[src/verilog/fsr_defines.svh]
`ifndef FSR_DEFINES_SVH
`define FSR_DEFINES_SVH
// Summary of operation
// - 7-bit rx error vector, fixed bit meanings
// - rx error vector shown with rx strobe
// - rx error vector meaningless after overflow
// - tx strobe only for valid status word
// - tx word 40 bits: payload, packet length
// - bits 32-39 flag the frame types
// - tx word shown with tx strobe
// - tx word meaningless on underflow, crc/pad insertion
// - 7-bit tx error vector, fixed bit meanings
// - tx error vector shown with tx strobe
// - tx error vector meaningless then too
// - flow-control strobe only with qualified vector
// - rx strobe in the last-beat cycle
// - vector 2n wide: even xon, odd xoff

`define FSR_ERR_W 7
`define FSR_LEN_W 16
`define FSR_TYPE_W 8
`define FSR_TXW_W 40
`define FSR_PFC_QMAX 8
`define FSR_PFC_W 16
`define FSR_QCNT_W 4
`define FSR_ADDR_W 8
`define FSR_DATA_W 32
`define FSR_CNT_W 32

// error vector bit positions
`define FSR_RXE_UNDER 0
`define FSR_RXE_OVER 1
`define FSR_RXE_LEN 2
`define FSR_RXE_CRC 3
`define FSR_RXE_PHY 6
`define FSR_TXE_UNDER 0
`define FSR_TXE_OVER 1
`define FSR_TXE_LEN 2
`define FSR_TXE_UFLOW 4
`define FSR_TXE_CLIENT 5

// tx status word field positions
`define FSR_TXS_PAY_LSB 0
`define FSR_TXS_PKT_LSB 16
`define FSR_TXS_TYPE_LSB 32

// register byte offsets
`define FSR_OFS_CTRL 8'h00
`define FSR_OFS_IRQ_STAT 8'h04
`define FSR_OFS_IRQ_MASK 8'h08
`define FSR_OFS_RX_FRAMES 8'h0C
`define FSR_OFS_RX_ERRORS 8'h10
`define FSR_OFS_TX_FRAMES 8'h14
`define FSR_OFS_TX_ERRORS 8'h18
`define FSR_OFS_LAST_LEN 8'h1C
`define FSR_OFS_LAST_ERR 8'h20

// control register fields and reset
`define FSR_CTRL_SUPPRESS 0
`define FSR_CTRL_OVF_MASK 1
`define FSR_CTRL_Q_LSB 4
`define FSR_CTRL_RST 32'h0000_0080

// interrupt status bits
`define FSR_IRQ_RX_FRAME 0
`define FSR_IRQ_RX_ERROR 1
`define FSR_IRQ_RX_OVFL 2
`define FSR_IRQ_TX_FRAME 3
`define FSR_IRQ_TX_ERROR 4
`define FSR_IRQ_TX_UFLOW 5
`define FSR_IRQ_PFC 6
`define FSR_IRQ_W 7
`define FSR_IRQ_MASK_RST 7'h00

// last-status register field positions
`define FSR_LERR_TX_LSB 8
`define FSR_LERR_TYPE_LSB 16
`endif

[src/verilog/fsr_pkg.sv]
`include "fsr_defines.svh"

package fsr_pkg;
    typedef logic [`FSR_ERR_W-1:0] fsr_err_vec_t;
    typedef logic [`FSR_LEN_W-1:0] fsr_len_t;
    typedef logic [`FSR_TYPE_W-1:0] fsr_type_t;
    typedef logic [`FSR_TXW_W-1:0] fsr_tx_word_t;
    typedef logic [`FSR_PFC_W-1:0] fsr_pfc_vec_t;
    typedef logic [`FSR_PFC_QMAX-1:0] fsr_queue_t;
    typedef logic [`FSR_ADDR_W-1:0] fsr_addr_t;
    typedef logic [`FSR_DATA_W-1:0] fsr_data_t;
    typedef logic [`FSR_CNT_W-1:0] fsr_cnt_t;
    typedef logic [`FSR_IRQ_W-1:0] fsr_irq_t;

    typedef enum logic [3:0] {
        FSR_SEL_CTRL = 4'h0,
        FSR_SEL_IRQ_STAT = 4'h1,
        FSR_SEL_IRQ_MASK = 4'h2,
        FSR_SEL_RX_FRAMES = 4'h3,
        FSR_SEL_RX_ERRORS = 4'h4,
        FSR_SEL_TX_FRAMES = 4'h5,
        FSR_SEL_TX_ERRORS = 4'h6,
        FSR_SEL_LAST_LEN = 4'h7,
        FSR_SEL_LAST_ERR = 4'h8,
        FSR_SEL_NONE = 4'hF
    } fsr_reg_sel_t;
endpackage

[src/verilog/fsr_evt_counter.sv]
`timescale 1ns/1ps
`default_nettype none
`include "fsr_defines.svh"

module fsr_evt_counter (
    input wire logic i_clk, // client clock
    input wire logic i_rst, // synchronous reset
    input wire logic i_clr, // software clear
    input wire logic i_inc, // one count per pulse
    output fsr_pkg::fsr_cnt_t o_count // current count
);
    import fsr_pkg::*;

    // saturates instead of wrapping so a stuck link is not hidden
    always_ff @(posedge i_clk) begin
        if (i_rst) begin
            o_count <= '0;
        end else if (i_clr) begin
            // an event in the clear cycle is kept
            o_count <= i_inc ? `FSR_CNT_W'(1) : '0;
        end else if (i_inc && (o_count != '1)) begin
            o_count <= o_count + `FSR_CNT_W'(1);
        end
    end
endmodule
`default_nettype wire

[src/verilog/fsr_frame_status_reporter.sv]
// Added by the designer: the address map and the APB slave port.
`timescale 1ns/1ps
`default_nettype none
`include "fsr_defines.svh"

module fsr_frame_status_reporter (
    input wire logic i_clk, // 40 MHz client clock
    input wire logic i_rst, // synchronous, active high
    // apb slave
    input wire logic i_psel, // slave select
    input wire logic i_penable, // access phase
    input wire logic i_pwrite, // 1 write, 0 read
    input wire fsr_pkg::fsr_addr_t i_paddr, // byte address
    input wire fsr_pkg::fsr_data_t i_pwdata, // write data
    output fsr_pkg::fsr_data_t o_prdata, // read data
    output logic o_pready, // always ready
    output logic o_pslverr, // unmapped address
    // receive side of the mac
    input wire logic i_rx_eop, // end of frame pulse
    input wire logic i_rx_overflow, // receive overflow
    input wire logic i_rx_undersize, // frame too short
    input wire logic i_rx_oversize, // frame too long
    input wire logic i_rx_len_err, // payload length error
    input wire logic i_rx_crc_err, // crc error
    input wire logic i_rx_phy_err, // phy error
    // transmit side of the mac
    input wire logic i_tx_done, // frame sent pulse
    input wire fsr_pkg::fsr_len_t i_tx_payload_len, // payload length
    input wire fsr_pkg::fsr_len_t i_tx_packet_len, // packet length
    input wire fsr_pkg::fsr_type_t i_tx_type, // svlan..pfc, lsb first
    input wire logic i_tx_undersize, // frame too short
    input wire logic i_tx_oversize, // frame too long
    input wire logic i_tx_len_err, // payload length error
    input wire logic i_tx_underflow, // transmit underflow
    input wire logic i_tx_client_err, // client error
    input wire logic i_tx_crc_pad_ins, // crc/pad insertion on
    input wire fsr_pkg::fsr_queue_t i_pfc_xon_sent, // xon sent per queue
    input wire fsr_pkg::fsr_queue_t i_pfc_xoff_sent, // xoff sent per queue
    // client status outputs
    output logic o_rx_stream_last_beat, // rx end of packet
    output logic o_rx_frame_status_strobe, // rx status valid
    output fsr_pkg::fsr_err_vec_t o_rx_frame_error_vec, // rx errors
    output logic o_tx_frame_status_strobe, // tx status valid
    output fsr_pkg::fsr_tx_word_t o_tx_frame_status_word, // tx status
    output fsr_pkg::fsr_err_vec_t o_tx_frame_error_vec, // tx errors
    output logic o_tx_flowctl_status_strobe, // pfc status valid
    output fsr_pkg::fsr_pfc_vec_t o_tx_flowctl_status_vec, // xon/xoff
    output logic o_irq // level interrupt
);
    import fsr_pkg::*;

    function automatic fsr_reg_sel_t decode_addr(input fsr_addr_t addr);
        fsr_reg_sel_t sel;
        sel = FSR_SEL_NONE;
        case (addr)
            `FSR_OFS_CTRL: sel = FSR_SEL_CTRL;
            `FSR_OFS_IRQ_STAT: sel = FSR_SEL_IRQ_STAT;
            `FSR_OFS_IRQ_MASK: sel = FSR_SEL_IRQ_MASK;
            `FSR_OFS_RX_FRAMES: sel = FSR_SEL_RX_FRAMES;
            `FSR_OFS_RX_ERRORS: sel = FSR_SEL_RX_ERRORS;
            `FSR_OFS_TX_FRAMES: sel = FSR_SEL_TX_FRAMES;
            `FSR_OFS_TX_ERRORS: sel = FSR_SEL_TX_ERRORS;
            `FSR_OFS_LAST_LEN: sel = FSR_SEL_LAST_LEN;
            `FSR_OFS_LAST_ERR: sel = FSR_SEL_LAST_ERR;
            default: sel = FSR_SEL_NONE;
        endcase
        return sel;
    endfunction

    // lanes from twice the enabled queue count upward read as zero
    function automatic fsr_pfc_vec_t pfc_lane_mask(input logic [3:0] queues);
        fsr_pfc_vec_t mask;
        mask = '0;
        for (int k = 0; k < `FSR_PFC_QMAX; k++) begin
            if (k < int'(queues)) begin
                mask[2*k] = 1'b1;
                mask[2*k+1] = 1'b1;
            end
        end
        return mask;
    endfunction

    fsr_data_t ctrl;
    fsr_irq_t irq_status;
    fsr_irq_t irq_mask;
    fsr_reg_sel_t sel;
    logic bus_setup;
    logic bus_write;
    logic suppress_invalid;
    logic mask_on_overflow;
    logic [3:0] pfc_queues;
    fsr_err_vec_t next_rx_err;
    fsr_err_vec_t next_tx_err;
    fsr_tx_word_t next_tx_word;
    fsr_pfc_vec_t next_pfc_vec;
    logic tx_meaningful;
    logic next_tx_strobe;
    logic next_pfc_strobe;
    fsr_irq_t irq_set;
    fsr_irq_t irq_clr;
    fsr_cnt_t rx_frames;
    fsr_cnt_t rx_errors;
    fsr_cnt_t tx_frames;
    fsr_cnt_t tx_errors;
    logic clr_rx_frames;
    logic clr_rx_errors;
    logic clr_tx_frames;
    logic clr_tx_errors;

    assign sel = decode_addr(i_paddr);
    assign bus_setup = i_psel && !i_penable;
    assign bus_write = i_psel && i_penable && i_pwrite;
    // every access completes in its first access cycle
    assign o_pready = 1'b1;
    assign o_pslverr = i_psel && i_penable && (sel == FSR_SEL_NONE);

    assign suppress_invalid = ctrl[`FSR_CTRL_SUPPRESS];
    assign mask_on_overflow = ctrl[`FSR_CTRL_OVF_MASK];
    // counts beyond the implemented queues are clamped
    assign pfc_queues = (ctrl[`FSR_CTRL_Q_LSB +: 4] > 4'h8) ? 4'h8
                      : ctrl[`FSR_CTRL_Q_LSB +: 4];

    always_comb begin
        next_rx_err = '0;
        next_rx_err[`FSR_RXE_UNDER] = i_rx_undersize;
        next_rx_err[`FSR_RXE_OVER] = i_rx_oversize;
        next_rx_err[`FSR_RXE_LEN] = i_rx_len_err;
        next_rx_err[`FSR_RXE_CRC] = i_rx_crc_err;
        next_rx_err[`FSR_RXE_PHY] = i_rx_phy_err;
        if (mask_on_overflow && i_rx_overflow) begin
            next_rx_err = '0;
        end
    end

    always_comb begin
        next_tx_err = '0;
        next_tx_err[`FSR_TXE_UNDER] = i_tx_undersize;
        next_tx_err[`FSR_TXE_OVER] = i_tx_oversize;
        next_tx_err[`FSR_TXE_LEN] = i_tx_len_err;
        next_tx_err[`FSR_TXE_UFLOW] = i_tx_underflow;
        next_tx_err[`FSR_TXE_CLIENT] = i_tx_client_err;
    end

    always_comb begin
        next_tx_word = '0;
        next_tx_word[`FSR_TXS_PAY_LSB +: `FSR_LEN_W] = i_tx_payload_len;
        next_tx_word[`FSR_TXS_PKT_LSB +: `FSR_LEN_W] = i_tx_packet_len;
        next_tx_word[`FSR_TXS_TYPE_LSB +: `FSR_TYPE_W] = i_tx_type;
    end

    assign tx_meaningful = !i_tx_underflow && !i_tx_crc_pad_ins;
    assign next_tx_strobe = i_tx_done && (tx_meaningful || !suppress_invalid);

    // even xon, odd xoff per queue
    always_comb begin
        next_pfc_vec = '0;
        for (int k = 0; k < `FSR_PFC_QMAX; k++) begin
            next_pfc_vec[2*k] = i_pfc_xon_sent[k];
            next_pfc_vec[2*k+1] = i_pfc_xoff_sent[k];
        end
        next_pfc_vec = next_pfc_vec & pfc_lane_mask(pfc_queues);
    end

    assign next_pfc_strobe = |next_pfc_vec;

    always_ff @(posedge i_clk) begin
        if (i_rst) begin
            o_rx_stream_last_beat <= 1'b0;
            o_rx_frame_status_strobe <= 1'b0;
        end else begin
            o_rx_stream_last_beat <= i_rx_eop;
            o_rx_frame_status_strobe <= i_rx_eop;
        end
    end

    always_ff @(posedge i_clk) begin
        if (i_rst) begin
            o_rx_frame_error_vec <= '0;
        end else if (i_rx_eop) begin
            o_rx_frame_error_vec <= next_rx_err;
        end
    end

    always_ff @(posedge i_clk) begin
        if (i_rst) begin
            o_tx_frame_status_strobe <= 1'b0;
        end else begin
            o_tx_frame_status_strobe <= next_tx_strobe;
        end
    end

    // word and vector load with strobe
    always_ff @(posedge i_clk) begin
        if (i_rst) begin
            o_tx_frame_status_word <= '0;
            o_tx_frame_error_vec <= '0;
        end else if (next_tx_strobe) begin
            o_tx_frame_status_word <= next_tx_word;
            o_tx_frame_error_vec <= next_tx_err;
        end
    end

    always_ff @(posedge i_clk) begin
        if (i_rst) begin
            o_tx_flowctl_status_strobe <= 1'b0;
            o_tx_flowctl_status_vec <= '0;
        end else begin
            o_tx_flowctl_status_strobe <= next_pfc_strobe;
            if (next_pfc_strobe) begin
                o_tx_flowctl_status_vec <= next_pfc_vec;
            end
        end
    end

    // events seen one cycle before the matching output strobe
    always_comb begin
        irq_set = '0;
        irq_set[`FSR_IRQ_RX_FRAME] = i_rx_eop;
        irq_set[`FSR_IRQ_RX_ERROR] = i_rx_eop && (|next_rx_err);
        irq_set[`FSR_IRQ_RX_OVFL] = i_rx_overflow;
        irq_set[`FSR_IRQ_TX_FRAME] = next_tx_strobe;
        irq_set[`FSR_IRQ_TX_ERROR] = i_tx_done && (|next_tx_err);
        irq_set[`FSR_IRQ_TX_UFLOW] = i_tx_done && i_tx_underflow;
        irq_set[`FSR_IRQ_PFC] = next_pfc_strobe;
    end

    always_comb begin
        irq_clr = '0;
        if (bus_write && (sel == FSR_SEL_IRQ_STAT)) begin
            irq_clr = i_pwdata[`FSR_IRQ_W-1:0];
        end
    end

    // set wins over a clear in the same cycle
    always_ff @(posedge i_clk) begin
        if (i_rst) begin
            irq_status <= '0;
        end else begin
            irq_status <= (irq_status & ~irq_clr) | irq_set;
        end
    end

    always_ff @(posedge i_clk) begin
        if (i_rst) begin
            irq_mask <= `FSR_IRQ_MASK_RST;
        end else if (bus_write && (sel == FSR_SEL_IRQ_MASK)) begin
            irq_mask <= i_pwdata[`FSR_IRQ_W-1:0];
        end
    end

    // level output: stays high until software clears the cause
    assign o_irq = |(irq_status & irq_mask);

    always_ff @(posedge i_clk) begin
        if (i_rst) begin
            ctrl <= `FSR_CTRL_RST;
        end else if (bus_write && (sel == FSR_SEL_CTRL)) begin
            ctrl <= i_pwdata & 32'h0000_00F3;
        end
    end

    // any write to a counter clears it
    assign clr_rx_frames = bus_write && (sel == FSR_SEL_RX_FRAMES);
    assign clr_rx_errors = bus_write && (sel == FSR_SEL_RX_ERRORS);
    assign clr_tx_frames = bus_write && (sel == FSR_SEL_TX_FRAMES);
    assign clr_tx_errors = bus_write && (sel == FSR_SEL_TX_ERRORS);

    fsr_evt_counter u_rx_frames (
        .i_clk(i_clk),
        .i_rst(i_rst),
        .i_clr(clr_rx_frames),
        .i_inc(irq_set[`FSR_IRQ_RX_FRAME]),
        .o_count(rx_frames)
    );

    fsr_evt_counter u_rx_errors (
        .i_clk(i_clk),
        .i_rst(i_rst),
        .i_clr(clr_rx_errors),
        .i_inc(irq_set[`FSR_IRQ_RX_ERROR]),
        .o_count(rx_errors)
    );

    // counts every sent frame, suppressed reports included
    fsr_evt_counter u_tx_frames (
        .i_clk(i_clk),
        .i_rst(i_rst),
        .i_clr(clr_tx_frames),
        .i_inc(i_tx_done),
        .o_count(tx_frames)
    );

    fsr_evt_counter u_tx_errors (
        .i_clk(i_clk),
        .i_rst(i_rst),
        .i_clr(clr_tx_errors),
        .i_inc(irq_set[`FSR_IRQ_TX_ERROR]),
        .o_count(tx_errors)
    );

    // read data captured in the setup cycle, shown in the access cycle
    always_ff @(posedge i_clk) begin
        if (i_rst) begin
            o_prdata <= '0;
        end else if (bus_setup && !i_pwrite) begin
            o_prdata <= '0;
            case (sel)
                FSR_SEL_CTRL: o_prdata <= ctrl;
                FSR_SEL_IRQ_STAT: o_prdata[`FSR_IRQ_W-1:0] <= irq_status;
                FSR_SEL_IRQ_MASK: o_prdata[`FSR_IRQ_W-1:0] <= irq_mask;
                FSR_SEL_RX_FRAMES: o_prdata <= rx_frames;
                FSR_SEL_RX_ERRORS: o_prdata <= rx_errors;
                FSR_SEL_TX_FRAMES: o_prdata <= tx_frames;
                FSR_SEL_TX_ERRORS: o_prdata <= tx_errors;
                FSR_SEL_LAST_LEN: o_prdata <= o_tx_frame_status_word[31:0];
                FSR_SEL_LAST_ERR: begin
                    o_prdata[`FSR_ERR_W-1:0] <= o_rx_frame_error_vec;
                    o_prdata[`FSR_LERR_TX_LSB +: `FSR_ERR_W] <= o_tx_frame_error_vec;
                    o_prdata[`FSR_LERR_TYPE_LSB +: `FSR_TYPE_W] <=
                        o_tx_frame_status_word[`FSR_TXS_TYPE_LSB +: `FSR_TYPE_W];
                end
                default: o_prdata <= '0;
            endcase
        end
    end
endmodule
`default_nettype wire

[config.mk]
export PLATFORM = sky130hd
export DESIGN_NAME = fsr_frame_status_reporter
export DESIGN_NICKNAME = d
export VERILOG_FILES = /design/src/verilog/fsr_pkg.sv /design/src/verilog/fsr_evt_counter.sv /design/src/verilog/fsr_frame_status_reporter.sv
export VERILOG_INCLUDE_DIRS = /design/src /design/src/verilog
export SDC_FILE = /design/constraint.sdc
export NUM_CORES = 1
export LEC_CHECK = 0
export BUFFER_PORTS_ARGS = -buffer_cell sky130_fd_sc_hd__buf_2
export CAP_MARGIN = 30
export CELL_PAD_IN_SITES_DETAIL_PLACEMENT = 0
export CELL_PAD_IN_SITES_GLOBAL_PLACEMENT = 1
export CORE_MARGIN = 2
export CORE_UTILIZATION = 38
export CTS_CLUSTER_DIAMETER = 200
export DETAILED_ROUTE_END_ITERATION = 10
export PLACE_DENSITY = 0.74
export SLEW_MARGIN = 20
export SYNTH_ARGS = -nofsm -noshare
export SYNTH_HDL_FRONTEND = slang
export SYNTH_SLANG_ARGS = --single-unit
[constraint.sdc]
create_clock -name i_clk -period 2.2 [get_ports i_clk]
set_input_delay 0.44 -clock i_clk [delete_from_list [all_inputs] [get_ports i_clk]]
set_output_delay 0.44 -clock i_clk [all_outputs]
set_load 0.02 [all_outputs]
### Yosys cells after proc, flatten, opt, wreduce, memory -nomap -nowiden

Cells that the tools add are included.

| cells by class | value |
|---|---|
| $lt $le $gt $ge | 9 |
| muxes and demuxes | 30 |
| bitwise logic cells | 5 |
| equal/unequal tests | 21 |
| add/subtract/negate cells | 4 |
| reduce and logical (&&, ||, !) cells | 38 |

Operators with widths:

| cell | count |
|---|---|
| $mux W32 | 8 |
| $add A32 B1 Y32 const B | 4 |
| $ne A32 B32 Y1 const B | 4 |
| $pmux W7 S9 | 1 |
| $pmux W8 S6 | 1 |
| $pmux W7 S6 | 1 |
| $pmux W8 S5 | 1 |
| $pmux W4 S9 | 1 |
| $eq A8 B5 Y1 const B | 4 |
| $logic_and A1 B1 Y1 | 22 |
| $and A16 B16 Y16 | 1 |
| $eq A4 B3 Y1 const B | 4 |
| $eq A8 B4 Y1 const B | 2 |
| $lt A3 B4 Y1 const A | 4 |
| $mux W2 | 8 |
| $reduce_or A16 Y1 | 1 |
| $and A7 B7 Y7 | 2 |
| $mux W7 | 2 |
| $reduce_or A7 Y1 | 2 |
| $eq A4 B2 Y1 const B | 2 |
| $eq A4 B4 Y1 const B | 2 |
| $eq A8 B3 Y1 const B | 1 |
| $eq A8 B6 Y1 const B | 1 |
| $logic_not A8 Y1 | 1 |
| other kinds (15) | 27 |

| storage, ports and cells | value |
|---|---|
| flip-flop bits (word level) | 251 |
| word-level logic and storage cells | 122 |
| output and inout port bits | 109 |
| input bits | 115 |

### Longest topological paths before layout

Gate-level depths: netlist of the first run.

| depth | value |
|---|---|
| depth after elaboration | 8 |
| gate-level depth with buffers | 10 |
| gate-level depth less buffers | 7 |

### By module

Synthesis of the first run repeated with hierarchy kept, for this count alone.

| second synthesis, totals | value |
|---|---|
| cell total of the unflattened synthesis | 1492 |
| area total of the unflattened synthesis | 12973.7 um^2 |

Modules (own cells, without submodules):

| module | sequential area each (um^2) | instances | cells an instance | area an instance (um^2) |
|---|---|---|---|---|
| fsr_evt_counter | 640.6 | 4 | 206 | 1746.7 |
| fsr_frame_status_reporter | 2422.3 | 1 | 668 | 5987.0 |

### Worst setup path after synthesis of the first run

No wires, ideal clock.

| timing | value |
|---|---|
| path type | input port to flip-flop |
| from | in i_paddr[3] |
| to | reg u_tx_frames.o_count[31] |
| buffers on the path | 2 |
| cell stages on the path | 8 |
| setup time | 123 ps |
| slack | 77 ps |
| arrival time | 2000 ps |
| data required time | 2077 ps |
| path through | buf_6 > nor4b_4 > and2_1 > buf_4 > nand2_2 > a211oi_4 > nand4_1 > mux2_1 |

| between the ends | value |
|---|---|
| word-level cells in the longest chain between the ends | 5 |
| elaborated cells between the ends (all ways) | 14 |
| those cells by class | 9 x eq/ne; 2 x mux; 3 x reduce/logical |

Ends and longest elaborated chain:

| item | line | source |
|---|---|---|
| start, declared | fsr_frame_status_reporter.sv:13 | `input wire fsr_pkg::fsr_addr_t i_paddr,` |
| $eq A8 B6 Y1, or another cell as far along | fsr_frame_status_reporter.sv:55 | `case (addr)` |
| $pmux W4 S9 (*) | fsr_frame_status_reporter.sv:55 |  |
| $eq A4 B3 Y1 (*) | fsr_frame_status_reporter.sv:265 | `assign clr_tx_frames = bus_write && (sel == FSR_SEL_TX_FRAMES);` |
| $logic_and A1 B1 Y1 (*) | fsr_frame_status_reporter.sv:265 |  |
| $mux W32 / $reduce_bool A2 Y1 (equally long branches) | n/a |  |
| end signal, assigned | fsr_evt_counter.sv:20 | `` o_count <= i_inc ? `FSR_CNT_W'(1) : '0; `` |
| end signal, assigned | fsr_evt_counter.sv:22 | `` o_count <= o_count + `FSR_CNT_W'(1); `` |
| end, declared | fsr_evt_counter.sv:10 | `output fsr_pkg::fsr_cnt_t o_count` |

Mark *: on every way between the ends. The rest lies on a longest branch, timed or not.
A chain may end at the register's enable or synchronous reset.

### Worst setup path after layout of the first run

| timing | value |
|---|---|
| from | reg u_rx_frames.o_count[0] |
| to | reg u_rx_frames.o_count[25] |

| between the ends | value |
|---|---|
| word-level cells in the longest chain between the ends | 3 |
| elaborated cells between the ends (all ways) | 6 |
| those cells by class | 1 x add/sub; 1 x eq/ne; 2 x mux; 2 x reduce/logical |

Ends and longest elaborated chain:

| item | line | source |
|---|---|---|
| start, declared | fsr_evt_counter.sv:10 |  |
| start signal, assigned | fsr_evt_counter.sv:20 |  |
| start signal, assigned | fsr_evt_counter.sv:22 |  |
| $add A32 B1 Y32 / $ne A32 B32 Y1 (equally long branches) | fsr_evt_counter.sv:22, fsr_evt_counter.sv:21 |  |
| $mux W32 / $logic_and A1 B1 Y1 (equally long branches) | fsr_evt_counter.sv:21 | `end else if (i_inc && (o_count != '1)) begin` |
| $mux W32 / $reduce_bool A2 Y1 (equally long branches) | n/a |  |

Parallel ways exist; a longest one is shown, timed or not. The select of a mux whose other input is x is not followed.

==> results of run 1 <==
-- power breakdown --
| part | leakage, nW | total, mW | internal (mW) | switching (mW) |
|---|---|---|---|---|
| clock network | 0.469 | 4.85 | 2.93 | 1.93 |
| logic | 3.96 | 0.808 | 0.307 | 0.501 |
| registers | 2.03 | 4.69 | 4.60 | 0.0863 |
| total | 6.46 | 10.3 | 7.84 | 2.51 |
-- state kept, by name, summed over array words and instances (netlist names) --
| signal | count |
|---|---|
| o_tx_frame_status_word | 40 |
| o_prdata | 32 |
| u_rx_errors.o_count | 32 |
| u_rx_frames.o_count | 32 |
| u_tx_errors.o_count | 32 |
| u_tx_frames.o_count | 32 |
| o_tx_flowctl_status_vec | 16 |
| irq_mask | 7 |
| irq_status | 7 |
| ctrl | 6 |
| o_rx_frame_error_vec | 5 |
| o_tx_frame_error_vec | 5 |
| o_rx_frame_status_strobe | 1 |
| o_tx_flowctl_status_strobe | 1 |
| o_tx_frame_status_strobe | 1 |
-- per-layer routing --
metal	track usage, %	vias to the layer above	share of wire, %	routed length [µm]
met3	3.21	75	5.7	2390
met4	9.97	0	4.1	1720
met2	39.1	403	45	18800
met1	33.6	5611	45	19000
li1	-	5799	-	-
met5	0	-	0	0
-- cell type report --
| class | instances | area [µm²] |
|---|---|---|
| multi-input cells | 1089 | 6790 |
| clock buffers | 42 | 825 |
| clock inverters | 9 | 124 |
| well taps | 402 | 503 |
| fillers | 2986 | 15700 |
| flip-flops and latches | 249 | 4990 |
| repair buffers | 377 | 2500 |
| inverters | 15 | 56.3 |
| diodes | 1 | 2.50 |
-- critical path: stages (launching register included) --
cell and delay [ns]:
dfxtp_4 0.36, ha_4 0.13, nand4_1 0.14, or4b_4 0.53
o31a_4 0.35, buf_4 0.17, o21ai_2 0.13, xor2_1 0.17
nor2_1 0.05
-- synth_stat cells, drive strengths merged (16+ instances only) --
cell | instances | share of area, %
nor2 | 192 | 6.0
nand4 | 38 | 2.1
a21oi | 103 | 4.3
dfxtp | 249 | 41
a22o | 24 | 1.8
nand3 | 71 | 3.0
clkbuf | 51 | 1.6
xor2 | 75 | 5.4
or3 | 17 | 0.88
and3 | 21 | 1.1
and4 | 24 | 1.7
mux2i | 29 | 2.4
nor3 | 24 | 1.0
nand2 | 182 | 5.7
xnor2 | 28 | 2.0
o21ai | 33 | 1.4
and2 | 16 | 0.83
buf | 40 | 2.1
a22oi | 77 | 4.8
-- cells by family after synthesis --
family | Yosys count | synth area share (%)
other cells | 2 | 0.0621
buf+inv | 106 | 4.18
simple gates | 630 | 26.1
xor+xnor | 103 | 7.45
mux | 33 | 2.77
compound gates | 311 | 17.7
flops | 249 | 41.2
fa+ha+maj | 5 | 0.507
-- stage by stage --
step	instances	util [%]	hold slack, ns
after floorplan	1442	-	0.447
after global placement	2124	46.5	0.435
after detailed placement	2124	46.5	0.445
after CTS	2176	49.7	0.107
after global routing	2184	50.2	0.118
final	2184	50.2	0.123
-- repair_timing --
item,4_1_cts,5_1_grt
gates resized for setup,8,26
pin swaps,1,7
buffers inserted,1,4
endpoints found under the setup margin,11,77
cloned,0,3
-- layout by cell type, fill, tap and decap left out, drive strengths merged, types with 4 or more instances in the layout --
cell type,count
conb,5
xnor2,28
inv,15
a211oi,6
mux2,4
dfxtp,249
a21oi,103
o21ai,33
a22o,24
a31oi,8
xor2,75
and3,21
nor4,15
or3,17
nand2,182
ha,4
a21o,4
o22ai,6
buf,377
nand4,38
nor2,192
or2,6
and2,16
o2111ai,7
or4,7
and4,24
clkinv,6
mux2i,29
o2bb2ai,5
clkbuf,42
nand3,71
o211ai,11
a22oi,77
a221o,6
nor3,24
-- worst paths after layout --
check,endpoint,slack (ns),from,depth (start not counted)
max,u_rx_frames.o_count[25],0.05,u_rx_frames.o_count[0],8
min,o_tx_frame_status_word[1],0.12,i_tx_payload_len[1],3
max reg2reg,u_rx_frames.o_count[25],0.05,u_rx_frames.o_count[0],8
min reg2reg,o_prdata[1],0.46,o_prdata[1],2
==> flow_metrics.py, run 1 <==
metrics = {
    "yosys": {
        "syn_area_um2": 12100,
        "yosysUniqueCellTypes": 79,
        "yosysSeqAreaShare_pct": 41.2,
        "synth-edff-count": 0,
        "syn_avg_cell_area_um2": 8.41,
        "ys_ff_latch": 249,
        "async_flop_share_pct": 0,
        "yosysWarningCount": 0,
        "syn_inst": 1439,
        "synthFlopType": "dfxtp_1",
    },
    "pwr": {
        "power_density_nw_per_um2": 655,
        "p_leak_nw": 6.46,
        "vdd_drop_max_uv": 512,
        "finalPower_mw": 10.3,
    },
    "run_status": {
        "status": "finished, final reports clean",
    },
    "timing": {
        "worst_slew_pin_slew_ns": 0.774,
        "fmax_mhz": 466,
        "hold_viol_final": 0,
        "min_period_over_period_pct": 97.6,
        "finalWorstSetupSlack_ns": 0.0530,
        "max_slew_margin_pct": 48.2,
        "setup_violations": 0,
        "rsz0062_at_grt": "yes",
        "finalMaxSlewViolations": 0,
        "timing.setup.tns_ns": 0,
        "skew_ns": 0.0116,
        "timing.final.crit_period_ns": 2.15,
    },
    "route": {
        "vias": 11900,
        "ant_nets": 0,
        "routedWlPerCell_um": 19.2,
        "viasPerCell": 5.44,
        "drcViolationCount": 0,
        "detail_route.iter0.violations": 1019,
        "firstDrtPassIters": 5,
        "routed_wl_um": 41900,
    },
    "grt": {
        "grtUsageTotal_pct": 24.5,
        "globalRouteOverflowTotal": 0,
        "antenna_found_initial": 1,
        "grt_pass1_wl_um": 64100,
        "grt_max_degree": 46,
        "grt_pass1_vias": 11200,
    },
    "placed_design": {
        "pre_cts_slack_ns": -0.113,
        "gp_congestion": 0.936,
        "hpwl_um": 31800,
        "io_buffer_count": 194,
        "placedInstanceArea_um2": 14600,
    },
    "hold_path": {
        "hold_class": "in -> reg",
    },
    "die": {
        "ioPinCount": 224,
        "core_um2": 31500,
        "start_util_pct": 38.4,
        "fp.dieH_um": 182,
        "num_rows": 65,
        "die_w_um": 182,
        "die_area_um2": 33300,
    },
    "worst_setup_path": {
        "critPathMaxFanout": 6,
        "critPathArrivalTime_ns": 2.59,
        "crit_type": "reg -> reg",
        "start_kind": "register",
        "endpoint_kind": "register",
        "cp.required_ns": 2.65,
    },
    "clock_tree": {
        "numCtsBuffers": 28,
        "cts_buffer_depth": 3,
        "insertion_delay_ns": 0.55,
        "path_clk_slew_ns": 0.06,
        "cts_tree": "yes",
        "clock-sinks": 249,
        "cts_root_buf": "clkbuf_16",
        "holdBufCountCts": 0,
        "htreeDepth": 1,
    },
    "cells_and_area": {
        "final_area_um2": 15800,
        "areaGrowthSynthToFinish_pct": 30.5,
        "drive_above_1_share_pct": 27.5,
        "nets": 1879,
    },
    "flow_run": {
        "maxCapViolations": 0,
    },
}
(Power assumes the default switching activity.)
==> inputs of run 2 (changes only) <==
- CTS_BUF_LIST: unset -> sky130_fd_sc_hd__clkbuf_8 sky130_fd_sc_hd__clkbuf_16
- PLACE_DENSITY: 0.74 -> unset
- PLACE_DENSITY_LB_ADDON: unset -> 0.1
==> flow_metrics.py, run 2 (synthesized netlist as in run 1, its figures left out) <==
metrics = {
    "worst_setup_path": {
        "crit_buf_inv": 1,
        "rrSetupSlack_ns": 0.02,
        "critPathArrivalTime_ns": 2.63,
        "crit_slowest_cell": "or4b_4",
        "path_delay_family": "simple AND/OR/NAND/NOR gates",
        "cp_cell_sequence": "ha_4 -> nand4_1 -> or4b_4 -> o31a_1 -> buf_12 -> and3_1 -> xnor2_1 -> nor2_1",
        "cp.required_ns": 2.65,
        "critPathMaxStageDelay_ns": 0.53,
        "rr_endpoint": "u_rx_frames.o_count[4]",
        "regToRegStartpoint": "u_rx_frames.o_count[1]",
        "rr_worst_depth": 8,
        "endpoint_kind": "register",
        "critPathMaxFanout": 13,
        "start_kind": "register",
        "critPathLaunch": "u_rx_frames.o_count[1]",
        "crit_type": "reg -> reg",
    },
    "route": {
        "ant_nets": 0,
        "vias": 11900,
        "firstDrtPassIters": 7,
        "routed_wl_um": 43800,
        "drcViolationCount": 0,
        "viasPerCell": 5.42,
        "routedWlPerCell_um": 19.9,
        "detail_route.iter0.violations": 799,
    },
    "die": {
        "num_rows": 65,
        "start_util_pct": 38.4,
        "ioPinCount": 224,
        "die_w_um": 182,
        "core_um2": 31500,
        "die_area_um2": 33300,
        "fp.dieH_um": 182,
    },
    "pwr": {
        "power_density_nw_per_um2": 651,
        "finalPower_mw": 10.3,
        "vdd_drop_max_uv": 619,
        "p_leak_nw": 6.55,
    },
    "placed_design": {
        "pre_cts_slack_ns": -0.108,
        "gp_congestion": 0.893,
        "io_buffer_count": 194,
        "hpwl_um": 33500,
    },
    "grt": {
        "grt_max_degree": 46,
        "grtUsageTotal_pct": 25.9,
        "antenna_found_initial": 1,
        "grt_pass1_vias": 11400,
        "globalRouteOverflowTotal": 0,
        "grt_pass1_wl_um": 67000,
    },
    "clock_tree": {
        "cts_buffer_depth": 3,
        "insertion_delay_ns": 0.57,
        "path_clk_slew_ns": 0.06,
        "cts_root_buf": "clkbuf_16",
        "holdBufCountCts": 0,
        "clock-sinks": 249,
        "numCtsBuffers": 29,
        "htreeDepth": 1,
        "cts_tree": "yes",
    },
    "timing": {
        "finalMaxSlewViolations": 0,
        "max_slew_margin_pct": 50.4,
        "timing.setup.tns_ns": 0,
        "setup_violations": 0,
        "fmax_mhz": 459,
        "timing.final.crit_period_ns": 2.18,
        "min_period_over_period_pct": 99.1,
        "hold_viol_final": 0,
        "rsz0062_at_grt": "yes",
        "skew_ns": 0.0186,
        "holdWs_ns": 0.109,
        "worst_slew_pin_slew_ns": 0.742,
        "finalWorstSetupSlack_ns": 0.0196,
    },
    "cells_and_area": {
        "largest_reg_flops": 40,
        "final_cell_mix": "246 x dfxtp_1, 198 x buf_4, 193 x buf_2",
        "areaGrowthSynthToFinish_pct": 30.8,
        "layout.cells.most_common": "dfxtp_1",
        "drive_above_1_share_pct": 28.1,
        "fill_cells": 3096,
        "nets": 1902,
        "utilization_pct": 50.3,
        "top_register": "o_tx_frame_status_word",
    },
    "run_status": {
        "status": "finished, final reports clean",
    },
    "hold_path": {
        "hold_start": "i_tx_type[7]",
        "min_to": "o_tx_frame_status_word[39]",
        "hold_class": "in -> reg",
        "hold_path_depth": 3,
    },
    "flow_run": {
        "maxCapViolations": 0,
    },
}
==> run 2: power breakdown <==
part	switching, mW	internal, mW
registers	0.0863	4.60
clock network	1.97	2.81
logic	0.505	0.319
total	2.57	7.74
==> run 2: metal layers <==
metal,global-route usage [%],vias to the layer above,wire length (µm)
met5,0,-,0
met4,7.65,0,1360
met3,5.23,69,2840
met2,41.0,348,19700
met1,35.7,5687,20000
li1,-,5842,-
==> run 2: what timing repair did <==
action                                  CTS  global route
resized for setup                         5             8
setup buffers                             0             2
pin swaps                                 2             3
cloned                                    0             1
endpoints found under the setup margin    9            31
==> run 2: worst max-delay path by stage <==
| stage | to | cells past startpoint |
|---|---|---|
| after floorplan | u_tx_frames.o_count[31] | 8 |
| after global placement | u_tx_errors.o_count[9] | 9 |
| after detailed placement | u_tx_errors.o_count[20] | 9 |
| after CTS | u_rx_frames.o_count[4] | 8 |
| after global routing | u_rx_frames.o_count[4] | 8 |
| final | u_rx_frames.o_count[4] | 8 |
==> run 2: area by class of cell <==
cell class	count	area [µm²]	area share, %
Sequential cell	249	4990	31.5
Inverter	15	56.3	0.356
Antenna cell	1	2.50	0.0158
Clock buffer	35	808	5.10
Tap cell	402	503	3.18
Multi-Input combinational cell	1088	6710	42.4
Clock inverter	16	130	0.822
Timing Repair Buffer	400	2630	16.6
==> run 2: per-stage QoR <==
stage,std cells,instance area (µm²)
6_report,2206,15800
5_1_grt,2205,15800
3_5_place_dp,2151,14800
2_1_floorplan,1442,12100
4_1_cts,2202,15800
3_3_place_gp,2151,14800
==> run 2: tightest hold or removal path: cells and delay by family <==
kind	cells	cell delay (ns)
compound gates	1	0.05
buf+inv	1	0.09
simple gates	1	0.04
==> inputs of run 3 (changes only) <==
- CORE_UTILIZATION: 38 -> 40
- clock period: 2.2 -> 2.55 ns (I/O delays scaled with it)
==> flow_metrics.py, run 3 (synthesized netlist as in run 1, its figures left out) <==
metrics = {
    "worst_setup_path": {
        "crit_buf_inv": 0,
        "critPathLaunch": "u_rx_errors.o_count[0]",
        "cp.required_ns": 2.98,
        "crit_slowest_cell": "or3_1",
        "path_delay_family": "simple AND/OR/NAND/NOR gates",
        "critPathMaxStageDelay_ns": 0.57,
        "critPathArrivalTime_ns": 2.79,
        "critPathMaxFanout": 9,
        "start_kind": "register",
        "regToRegStartpoint": "u_rx_errors.o_count[0]",
        "rrSetupSlack_ns": 0.19,
        "rr_endpoint": "u_rx_errors.o_count[31]",
        "crit_type": "reg -> reg",
        "rr_worst_depth": 7,
        "cp_cell_sequence": "ha_1 -> nand2_1 -> or3_1 -> o31a_1 -> nand4_1 -> xor2_1 -> nor2_1",
        "endpoint_kind": "register",
    },
    "clock_tree": {
        "cts_root_buf": "clkbuf_16",
        "holdBufCountCts": 0,
        "post_cts_buffers": 0,
        "insertion_delay_ns": 0.56,
        "cts_buffer_depth": 3,
        "clock-sinks": 249,
        "cts_tree": "yes",
        "path_clk_slew_ns": 0.06,
        "numCtsBuffers": 28,
        "cts_resized": 0,
        "htreeDepth": 1,
    },
    "hold_path": {
        "hold_path_depth": 2,
        "min_to": "o_tx_flowctl_status_vec[0]",
        "hold_class": "in -> reg",
        "hold_start": "i_pfc_xon_sent[0]",
    },
    "cells_and_area": {
        "utilization_pct": 49.2,
        "largest_reg_flops": 40,
        "num_antenna_cells": 0,
        "final_cell_mix": "249 x dfxtp_1, 193 x buf_2, 191 x nor2_1",
        "drive_above_1_share_pct": 20.8,
        "layout.cells.most_common": "dfxtp_1",
        "areaGrowthSynthToFinish_pct": 20.9,
        "nets": 1757,
        "top_register": "o_tx_frame_status_word",
    },
    "timing": {
        "holdWs_ns": 0.196,
        "rsz0062_at_grt": "no",
        "timing.setup.tns_ns": 0,
        "worst_slew_pin_slew_ns": 0.736,
        "finalWorstSetupSlack_ns": 0.190,
        "setup_violations": 0,
        "hold_viol_final": 0,
        "max_slew_margin_pct": 51.0,
        "min_period_over_period_pct": 92.5,
        "skew_ns": 0.0127,
        "fmax_mhz": 424,
        "timing.final.crit_period_ns": 2.36,
        "finalMaxSlewViolations": 0,
    },
    "route": {
        "viasPerCell": 5.57,
        "ant_nets": 0,
        "drcViolationCount": 0,
        "routedWlPerCell_um": 20.3,
        "detail_route.iter0.violations": 1044,
        "vias": 11400,
        "routed_wl_um": 41500,
        "firstDrtPassIters": 6,
    },
    "die": {
        "ioPinCount": 224,
        "core_um2": 29700,
        "die_w_um": 178,
        "fp.dieH_um": 178,
        "num_rows": 63,
        "start_util_pct": 40.7,
        "die_area_um2": 31700,
    },
    "pwr": {
        "p_leak_nw": 5.81,
        "power_density_nw_per_um2": 610,
        "vdd_drop_max_uv": 417,
        "finalPower_mw": 8.92,
    },
    "grt": {
        "grt_pass1_vias": 10700,
        "grt_pass1_wl_um": 63100,
        "antenna_found_initial": 1,
        "grtUsageTotal_pct": 25.8,
        "grt_max_degree": 59,
        "globalRouteOverflowTotal": 0,
    },
    "placed_design": {
        "hpwl_um": 31300,
        "pre_cts_slack_ns": 0.0744,
        "io_buffer_count": 194,
        "gp_congestion": 0.927,
    },
    "flow_run": {
        "maxCapViolations": 0,
    },
    "run_status": {
        "status": "finished, final reports clean",
    },
}
run 3: changes by cell type in the layout (fill, tap and decap cells not counted), sizes merged:
| cell | previous run | this run |
|---|---|---|
| clkinv | 7 | 1 |
| inv | 21 | 22 |
| diode | 1 | 0 |
| bufinv | 2 | 4 |
| buf | 400 | 257 |
| clkinvlp | 1 | 0 |
| a31oi | 7 | 6 |
run 3: power by group:
group	switching, mW	internal [mW]	total [mW]
sequential	0.0814	3.97	4.05
combinational	0.409	0.223	0.632
clock	1.63	2.60	4.23
run 3: worst reg2reg max path: stages, from the launching register on:
cell	delay [ns]
dfxtp_1	0.41
ha_1	0.25
nand2_1	0.15
or3_1	0.57
o31a_1	0.48
nand4_1	0.17
xor2_1	0.15
nor2_1	0.05
run 3: layer usage:
layer	vias up	GRT usage, %	routed length [µm]
li1	5532	-	-
met3	39	4.26	3060
met5	-	0	8
met1	5432	37.6	19500
met2	385	40.6	18500
met4	2	4.27	450
run 3: worst max path at each step:
stage,end,slack [ns],cells after the start
CTS,u_rx_errors.o_count[10],0.21,7
global placement,u_tx_errors.o_count[17],-0.08,8
finish,u_rx_errors.o_count[31],0.19,7
detailed placement,u_tx_errors.o_count[20],0.07,9
global route,u_tx_errors.o_count[17],0.01,7
floorplan,u_tx_frames.o_count[31],0.36,8
run 3: stage by stage:
| stage | instances | cell area (µm²) |
|---|---|---|
| floorplan | 1442 | 12100 |
| global placement | 1998 | 13700 |
| detailed placement | 1998 | 13700 |
| CTS | 2045 | 14600 |
| global route | 2045 | 14600 |
| finish | 2045 | 14600 |
run 3: cell type report:
cell class | instances | area (µm²)
multi-input cells | 1087 | 6660
flip-flops and latches | 249 | 4980
fillers | 2977 | 15100
inverters | 15 | 56.3
well taps | 390 | 488
clock inverters | 12 | 151
clock buffers | 35 | 808
repair buffers | 257 | 1480
